===== src/brs_pkg.sv =====
// What this block does
// - bytes 2 and 3 of indirect data word, byte 3 most significant, reset zero
// - control bit 4 picks timebase source: 0 internal, 1 external oscillator
// - control bit 3 set generates the timebase tick, clear generates none
// - control bit 1 written one reloads id memory from eeprom, self clears
// - bit 2 wipes id memory only with bit 1 together, self clears after
// - control bit 0 read only, caught from strap pin, blocks ddc access
// - status bit 7 follows receiver supply sense input
// - status bit 6 shows pending video receiver interrupt
// - status bit 5 shows pending protection transmitter interrupt
// - status bit 2 at configuration done, bit 4 at init done, 2 first
// - status bit 3 shows id memory loaded from remote eeprom
// - status bit 1 is checksum result over last 128 eeprom bytes
// - status bit 0 is checksum result of the latest id load: first 256 eeprom bytes, or the remote load
// - read start runs indirect read, loads data bytes, then self clears
package brs_pkg;
    // printed offsets are indices; byte address is four times the index
    localparam logic [7:0] IDX_DATA2 = 8'h4d;
    localparam logic [7:0] IDX_DATA3 = 8'h4e;
    localparam logic [7:0] IDX_CTRL = 8'h4f;
    localparam logic [7:0] IDX_STATUS = 8'h50;
    localparam logic [7:0] IDX_IRQ_STAT = 8'h58;
    localparam logic [7:0] IDX_IRQ_MASK = 8'h59;
    localparam logic [7:0] IDX_IND_CTRL = 8'h5a;
    localparam logic [7:0] IDX_IND_ADDR = 8'h5b;
    localparam logic [7:0] DATA_RST = 8'h00;
    localparam logic [7:0] STATUS_RST = 8'h03;
    localparam int CTL_SRC_BIT = 4;
    localparam int CTL_GEN_BIT = 3;
    localparam int CTL_WIPE_BIT = 2;
    localparam int CTL_RELOAD_BIT = 1;
    localparam int IND_START_BIT = 0;
    localparam int IRQ_W = 5;
    localparam int IRQ_CFG_DONE = 0;
    localparam int IRQ_INIT_DONE = 1;
    localparam int IRQ_RELOAD_DONE = 2;
    localparam int IRQ_REMOTE_LOAD = 3;
    localparam int IRQ_READ_DONE = 4;
    localparam int CFG_REGION_BYTES = 128;
    localparam int ID_REGION_BYTES = 256;
    localparam int STRAP_SETTLE = 3;
    localparam longint CEC_TB_HZ = 32768;
    localparam longint REF_CLK_HZ = 10_000_000;
    localparam int CEC_ACC_W = 24;
    localparam longint CEC_INC_L = (CEC_TB_HZ * (64'd1 << CEC_ACC_W) + REF_CLK_HZ / 2) / REF_CLK_HZ;
    localparam logic [CEC_ACC_W-1:0] CEC_ACC_INC = CEC_INC_L[CEC_ACC_W-1:0];
    localparam int TB_MIN_GAP = 8;

    typedef enum logic [1:0] {
        ST_CFG = 2'b00,
        ST_ID = 2'b01,
        ST_WIPE = 2'b10,
        ST_RUN = 2'b11
    } brs_seq_t;

    typedef struct packed {
        logic [2:0] rsvd;
        logic cecTimebaseSourceSel;
        logic cecTimebaseGenOn;
        logic displayIdMemWipe;
        logic displayIdMemReload;
        logic displayIdDdcBlock;
    } brs_ctrl_t;

    typedef struct packed {
        logic receiverSupplySense;
        logic videoRxIrqPending;
        logic protectTxIrqPending;
        logic initDone;
        logic remoteDisplayIdLoaded;
        logic cfgDone;
        logic configChecksumOk;
        logic displayIdChecksumOk;
    } brs_status_t;
endpackage


===== src/brs_bridge_regs.sv =====
// The AHB-Lite slave port was chosen for this implementation.
`timescale 1ns/10ps
module brs_bridge_regs
    import brs_pkg::*;
#(
    parameter int EE_BYTES = 512,
    parameter int EE_AW = 9
) (
    input wire logic ref_clk,
    input wire logic rstn,
    input wire logic hsel,
    input wire logic [31:0] haddr,
    input wire logic [1:0] htrans,
    input wire logic hwrite,
    input wire logic [2:0] hsize,
    input wire logic [31:0] hwdata,
    input wire logic hready,
    output logic [31:0] hrdata,
    output logic hreadyout,
    output logic hresp,
    output logic irq,
    input wire logic firstModeStrapPin,
    input wire logic receiverSupplyInput,
    input wire logic videoRxIrqIn,
    input wire logic protectTxIrqIn,
    input wire logic extTimebaseTick,
    output logic cecTick,
    output logic eeReq,
    output logic [EE_AW-1:0] eeAddr,
    input wire logic eeAck,
    input wire logic [7:0] eeData,
    output logic idWrEn,
    output logic [7:0] idWrAddr,
    output logic [7:0] idWrData,
    output logic displayIdDdcBlock,
    input wire logic remoteIdLoadDone,
    input wire logic remoteIdSumOk,
    output logic pbReadReq,
    output logic [15:0] pbAddr,
    input wire logic pbReadDone,
    input wire logic [31:0] pbReadData,
    output logic [15:0] pbLowData
);
    localparam logic [EE_AW-1:0] CFG_BASE = EE_BYTES[EE_AW-1:0] - CFG_REGION_BYTES[EE_AW-1:0];
    localparam logic [8:0] CFG_LAST = 9'(CFG_REGION_BYTES - 1);
    localparam logic [8:0] ID_LAST = 9'(ID_REGION_BYTES - 1);
    logic wrPend_q, rdPend_q, strapCaught_q, supplyLvl_q, extLvl_q, cecTick_q, eeReq_q, idWrEn_q, readStart_q;
    logic srcSel_q, genOn_q, wipe_q, reload_q, ddcBlock_q, cfgDone_q, initDone_q, remoteLoaded_q, cfgOk_q, idOk_q;
    logic [7:0] wrIdx_q, rdIdx_q, dataByte2_q, dataByte3_q, sum_q, idWrAddr_q, idWrData_q, wdat;
    logic [31:0] hrdata_q;
    logic [2:0] strapSync_q, supplySync_q, extSync_q;
    logic [1:0] strapCnt_q;
    logic [CEC_ACC_W-1:0] acc_q;
    logic [8:0] byteCnt_q, accSum;
    logic [EE_AW-1:0] eeAddr_q;
    logic [IRQ_W-1:0] irqStat_q, irqMask_q, irqSet;
    logic [15:0] pbAddr_q, pbLowData_q;
    logic accept, wrHit, eeDone, lastCfg, lastId, lastWipe, reloadGo;
    brs_seq_t state_q;
    brs_ctrl_t ctrlView;
    brs_status_t statView;

    function automatic logic [31:0] readMux(input logic [7:0] idx, input brs_ctrl_t c,
            input brs_status_t s, input logic [7:0] d2, input logic [7:0] d3,
            input logic [IRQ_W-1:0] ist, input logic [IRQ_W-1:0] imk,
            input logic rs, input logic [15:0] pa);
        logic [31:0] r;
        case (idx)
            IDX_DATA2: r = {24'h00_0000, d2};
            IDX_DATA3: r = {24'h00_0000, d3};
            IDX_CTRL: r = {24'h00_0000, c};
            IDX_STATUS: r = {24'h00_0000, s};
            IDX_IRQ_STAT: r = {27'h000_0000, ist};
            IDX_IRQ_MASK: r = {27'h000_0000, imk};
            IDX_IND_CTRL: r = {31'h0000_0000, rs};
            IDX_IND_ADDR: r = {16'h0000, pa};
            default: r = 32'h0000_0000;
        endcase
        return r;
    endfunction

    // words only; hsize is not checked, unmapped reads return zero
    assign accept = hsel && htrans[1] && hready;
    assign hreadyout = !rdPend_q;
    assign hresp = 1'b0;
    assign hrdata = hrdata_q;
    assign wrHit = wrPend_q;
    assign wdat = hwdata[7:0];

    always_ff @(posedge ref_clk) begin
        if (!rstn) begin
            wrPend_q <= 1'b0;
            rdPend_q <= 1'b0;
            wrIdx_q <= 8'h00;
            rdIdx_q <= 8'h00;
        end else begin
            wrPend_q <= accept && hwrite && haddr[31:10] == 22'h00_0000 && haddr[1:0] == 2'h0;
            rdPend_q <= accept && !hwrite;
            if (accept) begin
                wrIdx_q <= haddr[9:2];
                rdIdx_q <= (haddr[31:10] == 22'h00_0000 && haddr[1:0] == 2'h0) ? haddr[9:2] : 8'hff;
            end
        end
    end

    // one wait state so a read just after a write sees the new value
    always_ff @(posedge ref_clk) begin
        if (!rstn) begin
            hrdata_q <= 32'h0000_0000;
        end else if (rdPend_q) begin
            hrdata_q <= readMux(rdIdx_q, ctrlView, statView, dataByte2_q, dataByte3_q,
                irqStat_q, irqMask_q, readStart_q, pbAddr_q);
        end
    end

    always_ff @(posedge ref_clk) begin
        if (!rstn) begin
            dataByte2_q <= DATA_RST;
            dataByte3_q <= DATA_RST;
            pbLowData_q <= 16'h0000;
        end else if (readStart_q && pbReadDone) begin
            dataByte2_q <= pbReadData[23:16];
            dataByte3_q <= pbReadData[31:24];
            pbLowData_q <= pbReadData[15:0];
        end else if (wrHit && wrIdx_q == IDX_DATA2) begin
            dataByte2_q <= wdat;
        end else if (wrHit && wrIdx_q == IDX_DATA3) begin
            dataByte3_q <= wdat;
        end
    end
    always_ff @(posedge ref_clk) begin
        if (!rstn) begin
            readStart_q <= 1'b0;
            pbAddr_q <= 16'h0000;
        end else begin
            if (readStart_q && pbReadDone) begin
                readStart_q <= 1'b0;
            end else if (wrHit && wrIdx_q == IDX_IND_CTRL && hwdata[IND_START_BIT]) begin
                readStart_q <= 1'b1;
            end
            if (wrHit && wrIdx_q == IDX_IND_ADDR && !readStart_q) begin
                pbAddr_q <= hwdata[15:0];
            end
        end
    end

    assign pbReadReq = readStart_q;
    assign pbAddr = pbAddr_q;
    assign pbLowData = pbLowData_q;
    // reload is only taken when the load sequence is idle
    assign reloadGo = wrHit && wrIdx_q == IDX_CTRL && hwdata[CTL_RELOAD_BIT] && state_q == ST_RUN;

    always_ff @(posedge ref_clk) begin
        if (!rstn) begin
            srcSel_q <= 1'b0;
            genOn_q <= 1'b0;
        end else if (wrHit && wrIdx_q == IDX_CTRL) begin
            srcSel_q <= hwdata[CTL_SRC_BIT];
            genOn_q <= hwdata[CTL_GEN_BIT];
        end
    end
    always_ff @(posedge ref_clk) begin
        if (!rstn) begin
            reload_q <= 1'b0;
            wipe_q <= 1'b0;
        end else if (reloadGo) begin
            reload_q <= 1'b1;
            wipe_q <= hwdata[CTL_WIPE_BIT];
        end else if ((lastId || lastWipe) && reload_q) begin
            reload_q <= 1'b0;
            wipe_q <= 1'b0;
        end
    end
    // strap caught once after release, once the synchroniser has settled
    always_ff @(posedge ref_clk) begin
        if (!rstn) begin
            strapSync_q <= 3'h0;
            strapCnt_q <= 2'h0;
            strapCaught_q <= 1'b0;
            ddcBlock_q <= 1'b0;
        end else begin
            strapSync_q <= {strapSync_q[1:0], firstModeStrapPin};
            if (strapCnt_q != 2'(STRAP_SETTLE)) begin
                strapCnt_q <= strapCnt_q + 2'h1;
            end else if (!strapCaught_q && strapSync_q[1] == strapSync_q[2]) begin
                ddcBlock_q <= strapSync_q[2];
                strapCaught_q <= 1'b1;
            end
        end
    end

    assign displayIdDdcBlock = ddcBlock_q;
    always_ff @(posedge ref_clk) begin
        if (!rstn) begin
            supplySync_q <= 3'h0;
            supplyLvl_q <= 1'b0;
            extSync_q <= 3'h0;
            extLvl_q <= 1'b0;
        end else begin
            supplySync_q <= {supplySync_q[1:0], receiverSupplyInput};
            extSync_q <= {extSync_q[1:0], extTimebaseTick};
            if (supplySync_q[1] == supplySync_q[2]) begin
                supplyLvl_q <= supplySync_q[2];
            end
            if (extSync_q[1] == extSync_q[2]) begin
                extLvl_q <= extSync_q[2];
            end
        end
    end
    // internal source: phase accumulator gives 32.768 kHz average, jitter of one cycle
    always_ff @(posedge ref_clk) begin
        if (!rstn) begin
            acc_q <= '0;
            cecTick_q <= 1'b0;
        end else if (!genOn_q) begin
            acc_q <= '0;
            cecTick_q <= 1'b0;
        end else begin
            acc_q <= acc_q + CEC_ACC_INC;
            if (srcSel_q) begin
                cecTick_q <= extLvl_q == 1'b0 && extSync_q[2] == 1'b1 && extSync_q[1] == 1'b1;
            end else begin
                cecTick_q <= acc_q > (acc_q + CEC_ACC_INC);
            end
        end
    end

    assign cecTick = cecTick_q;
    assign eeDone = eeReq_q && eeAck;
    assign accSum = {1'b0, sum_q} + {1'b0, eeData};
    assign lastCfg = state_q == ST_CFG && eeDone && byteCnt_q == CFG_LAST;
    assign lastId = state_q == ST_ID && eeDone && byteCnt_q == ID_LAST;
    assign lastWipe = state_q == ST_WIPE && byteCnt_q == ID_LAST;

    always_ff @(posedge ref_clk) begin
        if (!rstn) begin
            state_q <= ST_CFG;
            byteCnt_q <= 9'h000;
            sum_q <= 8'h00;
            eeReq_q <= 1'b0;
            eeAddr_q <= CFG_BASE;
        end else begin
            case (state_q)
                ST_CFG, ST_ID: begin
                    if (eeDone) begin
                        eeReq_q <= 1'b0;
                        sum_q <= accSum[7:0];
                        byteCnt_q <= byteCnt_q + 9'h001;
                        eeAddr_q <= eeAddr_q + 1'b1;
                        if (lastCfg) begin
                            state_q <= ST_ID;
                            byteCnt_q <= 9'h000;
                            sum_q <= 8'h00;
                            eeAddr_q <= '0;
                        end else if (lastId) begin
                            state_q <= ST_RUN;
                        end
                    end else if (!eeReq_q) begin
                        eeReq_q <= 1'b1;
                    end
                end
                ST_WIPE: begin
                    byteCnt_q <= byteCnt_q + 9'h001;
                    if (lastWipe) begin
                        state_q <= ST_RUN;
                    end
                end
                ST_RUN: begin
                    byteCnt_q <= 9'h000;
                    sum_q <= 8'h00;
                    eeAddr_q <= '0;
                    if (reloadGo) begin
                        state_q <= hwdata[CTL_WIPE_BIT] ? ST_WIPE : ST_ID;
                    end
                end
                default: state_q <= ST_RUN;
            endcase
        end
    end

    assign eeReq = eeReq_q;
    assign eeAddr = eeAddr_q;
    always_ff @(posedge ref_clk) begin
        if (!rstn) begin
            idWrEn_q <= 1'b0;
            idWrAddr_q <= 8'h00;
            idWrData_q <= 8'h00;
        end else begin
            idWrEn_q <= (state_q == ST_ID && eeDone) || state_q == ST_WIPE;
            idWrAddr_q <= byteCnt_q[7:0];
            idWrData_q <= state_q == ST_WIPE ? 8'h00 : eeData;
        end
    end

    assign idWrEn = idWrEn_q;
    assign idWrAddr = idWrAddr_q;
    assign idWrData = idWrData_q;
    always_ff @(posedge ref_clk) begin
        if (!rstn) begin
            cfgDone_q <= 1'b0;
            initDone_q <= 1'b0;
            cfgOk_q <= STATUS_RST[1];
            idOk_q <= STATUS_RST[0];
            remoteLoaded_q <= 1'b0;
        end else begin
            if (lastCfg) begin
                cfgDone_q <= 1'b1;
                cfgOk_q <= accSum[7:0] == 8'h00;
            end
            if (lastId) begin
                initDone_q <= 1'b1;
                idOk_q <= accSum[7:0] == 8'h00;
            end else if (remoteIdLoadDone && state_q == ST_RUN) begin
                remoteLoaded_q <= 1'b1;
                idOk_q <= remoteIdSumOk;
            end
        end
    end

    always_comb begin
        ctrlView = '0;
        ctrlView.cecTimebaseSourceSel = srcSel_q;
        ctrlView.cecTimebaseGenOn = genOn_q;
        ctrlView.displayIdMemWipe = wipe_q;
        ctrlView.displayIdMemReload = reload_q;
        ctrlView.displayIdDdcBlock = ddcBlock_q;
    end
    always_comb begin
        statView.receiverSupplySense = supplyLvl_q;
        statView.videoRxIrqPending = videoRxIrqIn;
        statView.protectTxIrqPending = protectTxIrqIn;
        statView.initDone = initDone_q;
        statView.remoteDisplayIdLoaded = remoteLoaded_q;
        statView.cfgDone = cfgDone_q;
        statView.configChecksumOk = cfgOk_q;
        statView.displayIdChecksumOk = idOk_q;
    end
    always_comb begin
        irqSet = '0;
        irqSet[IRQ_CFG_DONE] = lastCfg;
        irqSet[IRQ_INIT_DONE] = lastId && !initDone_q;
        irqSet[IRQ_RELOAD_DONE] = (lastId || lastWipe) && reload_q;
        irqSet[IRQ_REMOTE_LOAD] = remoteIdLoadDone && state_q == ST_RUN;
        irqSet[IRQ_READ_DONE] = readStart_q && pbReadDone;
    end

    // a new event wins over a clear in the same cycle
    always_ff @(posedge ref_clk) begin
        if (!rstn) begin
            irqStat_q <= '0;
            irqMask_q <= '0;
        end else begin
            if (wrHit && wrIdx_q == IDX_IRQ_STAT) begin
                irqStat_q <= (irqStat_q & ~hwdata[IRQ_W-1:0]) | irqSet;
            end else begin
                irqStat_q <= irqStat_q | irqSet;
            end
            if (wrHit && wrIdx_q == IDX_IRQ_MASK) begin
                irqMask_q <= hwdata[IRQ_W-1:0];
            end
        end
    end

    assign irq = |(irqStat_q & irqMask_q);
    a_init_order: assert property (@(posedge ref_clk) disable iff (!rstn)
        $rose(initDone_q) |-> cfgDone_q && $past(cfgDone_q))
        else $error("init done before configuration done");
    a_reload_self: assert property (@(posedge ref_clk) disable iff (!rstn)
        (lastId && reload_q) |=> !reload_q && state_q == ST_RUN)
        else $error("reload bit not cleared after reload");
    a_wipe_pair: assert property (@(posedge ref_clk) disable iff (!rstn)
        wipe_q |-> reload_q && (state_q == ST_WIPE || $past(state_q) == ST_WIPE || $past(reloadGo)))
        else $error("wipe without reload");
    a_strap_hold: assert property (@(posedge ref_clk) disable iff (!rstn)
        strapCaught_q && $past(strapCaught_q) |-> $stable(ddcBlock_q))
        else $error("strap bit changed after capture");
    a_supply_flow: assert property (@(posedge ref_clk) disable iff (!rstn)
        (supplySync_q[2] && supplySync_q[1]) |=> supplyLvl_q)
        else $error("supply sense not followed");
    a_tick_off: assert property (@(posedge ref_clk) disable iff (!rstn)
        !genOn_q |=> !cecTick_q)
        else $error("timebase tick while disabled");
    a_tick_gap: assert property (@(posedge ref_clk) disable iff (!rstn)
        (cecTick_q && !srcSel_q && genOn_q && !wrHit) |=> !cecTick_q [*8])
        else $error("internal timebase ticks too fast");
    a_read_done: assert property (@(posedge ref_clk) disable iff (!rstn)
        (readStart_q && pbReadDone) |=> !readStart_q && {dataByte3_q, dataByte2_q} == $past(pbReadData[31:16]))
        else $error("indirect read result not stored");
    a_cksum_cfg: assert property (@(posedge ref_clk) disable iff (!rstn)
        lastCfg |=> cfgDone_q && cfgOk_q == ($past(accSum[7:0]) == 8'h00))
        else $error("configuration checksum wrong");
    a_cksum_id: assert property (@(posedge ref_clk) disable iff (!rstn)
        lastId |=> idOk_q == ($past(accSum[7:0]) == 8'h00) && initDone_q ##1 !idWrEn_q)
        else $error("id checksum wrong");
endmodule


===== config.mk =====
export PLATFORM = sky130hd
export DESIGN_NAME = brs_bridge_regs
export DESIGN_NICKNAME = d
export VERILOG_FILES = /design/src/brs_pkg.sv /design/src/brs_bridge_regs.sv
export SDC_FILE = /design/constraint.sdc
export NUM_CORES = 1
export LEC_CHECK = 0
export BUFFER_PORTS_ARGS = -buffer_cell sky130_fd_sc_hd__buf_2
export CAP_MARGIN = 20
export CORE_MARGIN = 1.5
export CORE_UTILIZATION = 36
export DETAILED_ROUTE_END_ITERATION = 7
export GPL_TIMING_DRIVEN = 0
export PLACE_DENSITY = 0.6
export SYNTH_ARGS = -nofsm -noshare
export SYNTH_HDL_FRONTEND = slang
export SYNTH_SLANG_ARGS = --single-unit
export TNS_END_PERCENT = 50

===== constraint.sdc =====
create_clock -name ref_clk -period 4.8 [get_ports ref_clk]
set_input_delay 0.96 -clock ref_clk [delete_from_list [all_inputs] [get_ports ref_clk]]
set_output_delay 0.96 -clock ref_clk [all_outputs]
set_load 0.02 [all_outputs]

==> metrics.yaml <==
maxCapViolations: 0
finalCriticalPeriod_ns: 3.01
drc_errors: 0
ant_nets: 0
die-area_mm2: 0.0239
clk_pin_slew_ns: 0.07
clock-sinks: 182
die_x_um: 154
slew_headroom: 0.437
start_util: 0.366
grt_use_total: 0.198
cts_tree: "built"
clock_skew_ns: 0.00858
drv_slew: 0
hold_viol: 0
die_h_um: 154
first_pass_iters: 6
synth-seq-cells: 182
cts_hold_buf: 0
vias: 7164
postSynth.asyncResetShare: 0
wire_per_inst_um: 16.5
final_nets: 1267
io_buffer_count: 181
routed_wl_mm: 23.4
finalSetupViolCount: 0
cts_root_buffer: "clkbuf_16"
power_density_mw_per_mm2: 315
critPathMaxFanout: 4
ctsLongestPathBuffers: 2
grt-ovfl-total: 0
synth.cell_area_mm2: 0.00826
ys_types: 70
synth-edff-count: 0
min_period_over_period: 0.628
ios: 220
place.gp.congestion: 0.865
dp_hpwl_mm: 17.5
fmaxAchievable_ghz: 0.332
hold_path_class: "reg -> reg"
rsz0062_at_grt: "no"
synth_largest_area_cell: "dfxtp_1"
layout_common_cells: "buf_2 (185), dfxtp_1 (182), nand2_1 (116)"
endpoint_kind: "flop"
cts_setup_buffers: 0
grt_pass1_wl_mm: 36.8
finalSetupTns_ns: 0
whs_ns: 0.433
status: "completed"
crit_arrival_ns: 3.35
insertion_delay_ns: 0.43
static-leakage-power_nw: 4.42
yosysWarnings: 0
antenna_found_initial: 4
netlist.area_leader.share: 0.441
irDropWorstVdd_uv: 229
final_layout_size_suffix_gt1_frac: 0.230
ys.flop_type: "dfxtp_1"
area_growth_pct: 23.2
cts_buffers: 17
cp.required_ns: 5.14
grt_pass1_vias: 6720
startpoint_type: "flop"
via_per_inst: 5.03
rows: 55
worstMarginPinSlew_ns: 0.838
initialDrtViolationCount: 470
ys_seq_area_frac: 0.441
cts_resized: 0
htree_levels: 4
syn-instance-count: 907
synthTopCellsByArea: "dfxtp_1 (44%), nand2_1 (5.3%), mux2i_1 (4.8%)"
core_mm2: 0.0226
layout_commonest_cell: "buf_2"
grt_max_degree: 17
critPathKind: "reg -> reg"
syn_area_per_cell_um2: 9.11
-- kinds of logic after synthesis --
logic type | synth area share
adders and majority gates | 0.0327
buffers and inverters | 0.0448
and+or+nand+nor | 0.226
xor gates and xnor gates | 0.0170
DFF | 0.441
muxes | 0.0666
other | 0.000454
AOI/OAI and AO/OA | 0.171
-- area by class of cell --
cell class                      count  area, um^2
Fill cell                        2241       12400
Antenna cell                        2        5.00
Buffer                             63         322
Sequential cell                   182        3640
Timing Repair Buffer              181         906
Multi-Input combinational cell    665        4310
Clock inverter                     11         123
Clock buffer                       21         470
Tap cell                          285         357
Inverter                           13        48.8
-- critical path: stages, from the launching register on --
cell and delay [ns]:
dfxtp_1 0.35, inv_1 0.07, ha_1 0.13, inv_1 0.05, a21o_1 0.18, o21ai_0 0.25, a21bo_2 0.19, nor3b_1 0.33
nor3_1 0.14, and3_1 0.21, ha_1 0.29, nor2_1 0.17, o22ai_1 0.12, a21o_1 0.19, a221oi_2 0.25
-- synthesized netlist by cell type (all sizes together) (23+ instances only) --
| cell type | n |
|---|---|
| a21boi | 43 |
| nand2 | 117 |
| o21ai | 37 |
| nor2 | 71 |
| nor2b | 47 |
| nand3 | 23 |
| and3 | 32 |
| mux2i | 40 |
| and2 | 33 |
| clkbuf | 37 |
| dfxtp | 182 |
| buf | 26 |
-- power by group --
| part | leakage (nW) | total (mW) | internal, mW | switching (mW) |
|---|---|---|---|---|
| clock network | 0.282 | 1.42 | 0.810 | 0.608 |
| registers | 1.47 | 1.55 | 1.54 | 0.0168 |
| logic | 2.66 | 0.234 | 0.100 | 0.134 |
| total | 4.42 | 3.20 | 2.45 | 0.758 |
-- metal layers --
layer | vias up | share of wire | GRT usage
li1 | 3585 | - | -
met4 | 2 | 0.014 | 0.0600
met5 | - | 0.00055 | 0
met3 | 25 | 0.049 | 0.0457
met1 | 3372 | 0.45 | 0.253
met2 | 180 | 0.48 | 0.333
-- state kept, by name, summed over array words and instances, names as in the netlist, 8 cells and up --
signal	count
acc_q	18
byteCnt_q	9
dataByte2_q	8
dataByte3_q	8
eeAddr	9
hrdata	16
idWrAddr	8
idWrData	8
pbAddr	16
pbLowData	16
rdIdx_q	8
sum_q	8
wrIdx_q	8
-- stage by stage --
| step | area, um^2 | cells | power [mW] | setup slack (ns) | utilization |
|---|---|---|---|---|---|
| 6_report | 10200 | 1423 | 3.20 | 1.79 | 0.451 |
| 4_1_cts | 10200 | 1421 | 3.24 | 1.77 | 0.451 |
| 5_1_grt | 10200 | 1423 | 3.33 | 1.55 | 0.451 |
| 2_1_floorplan | 8320 | 923 | 1.72 | 1.75 | - |
| 3_5_place_dp | 9580 | 1389 | 1.82 | 1.41 | 0.425 |
| 3_3_place_gp | 9580 | 1389 | 1.81 | 1.42 | 0.425 |
-- worst paths after layout --
path,startpoint,to,slack (ns),cells after the start
max,acc_q[6],cecTick,1.79,14
min,supplySync_q[0],supplySync_q[1],0.43,1
max reg2reg,acc_q[6],cecTick,1.79,14
min reg2reg,supplySync_q[0],supplySync_q[1],0.43,1
No activity file was read; power rests on OpenSTA's default activity.
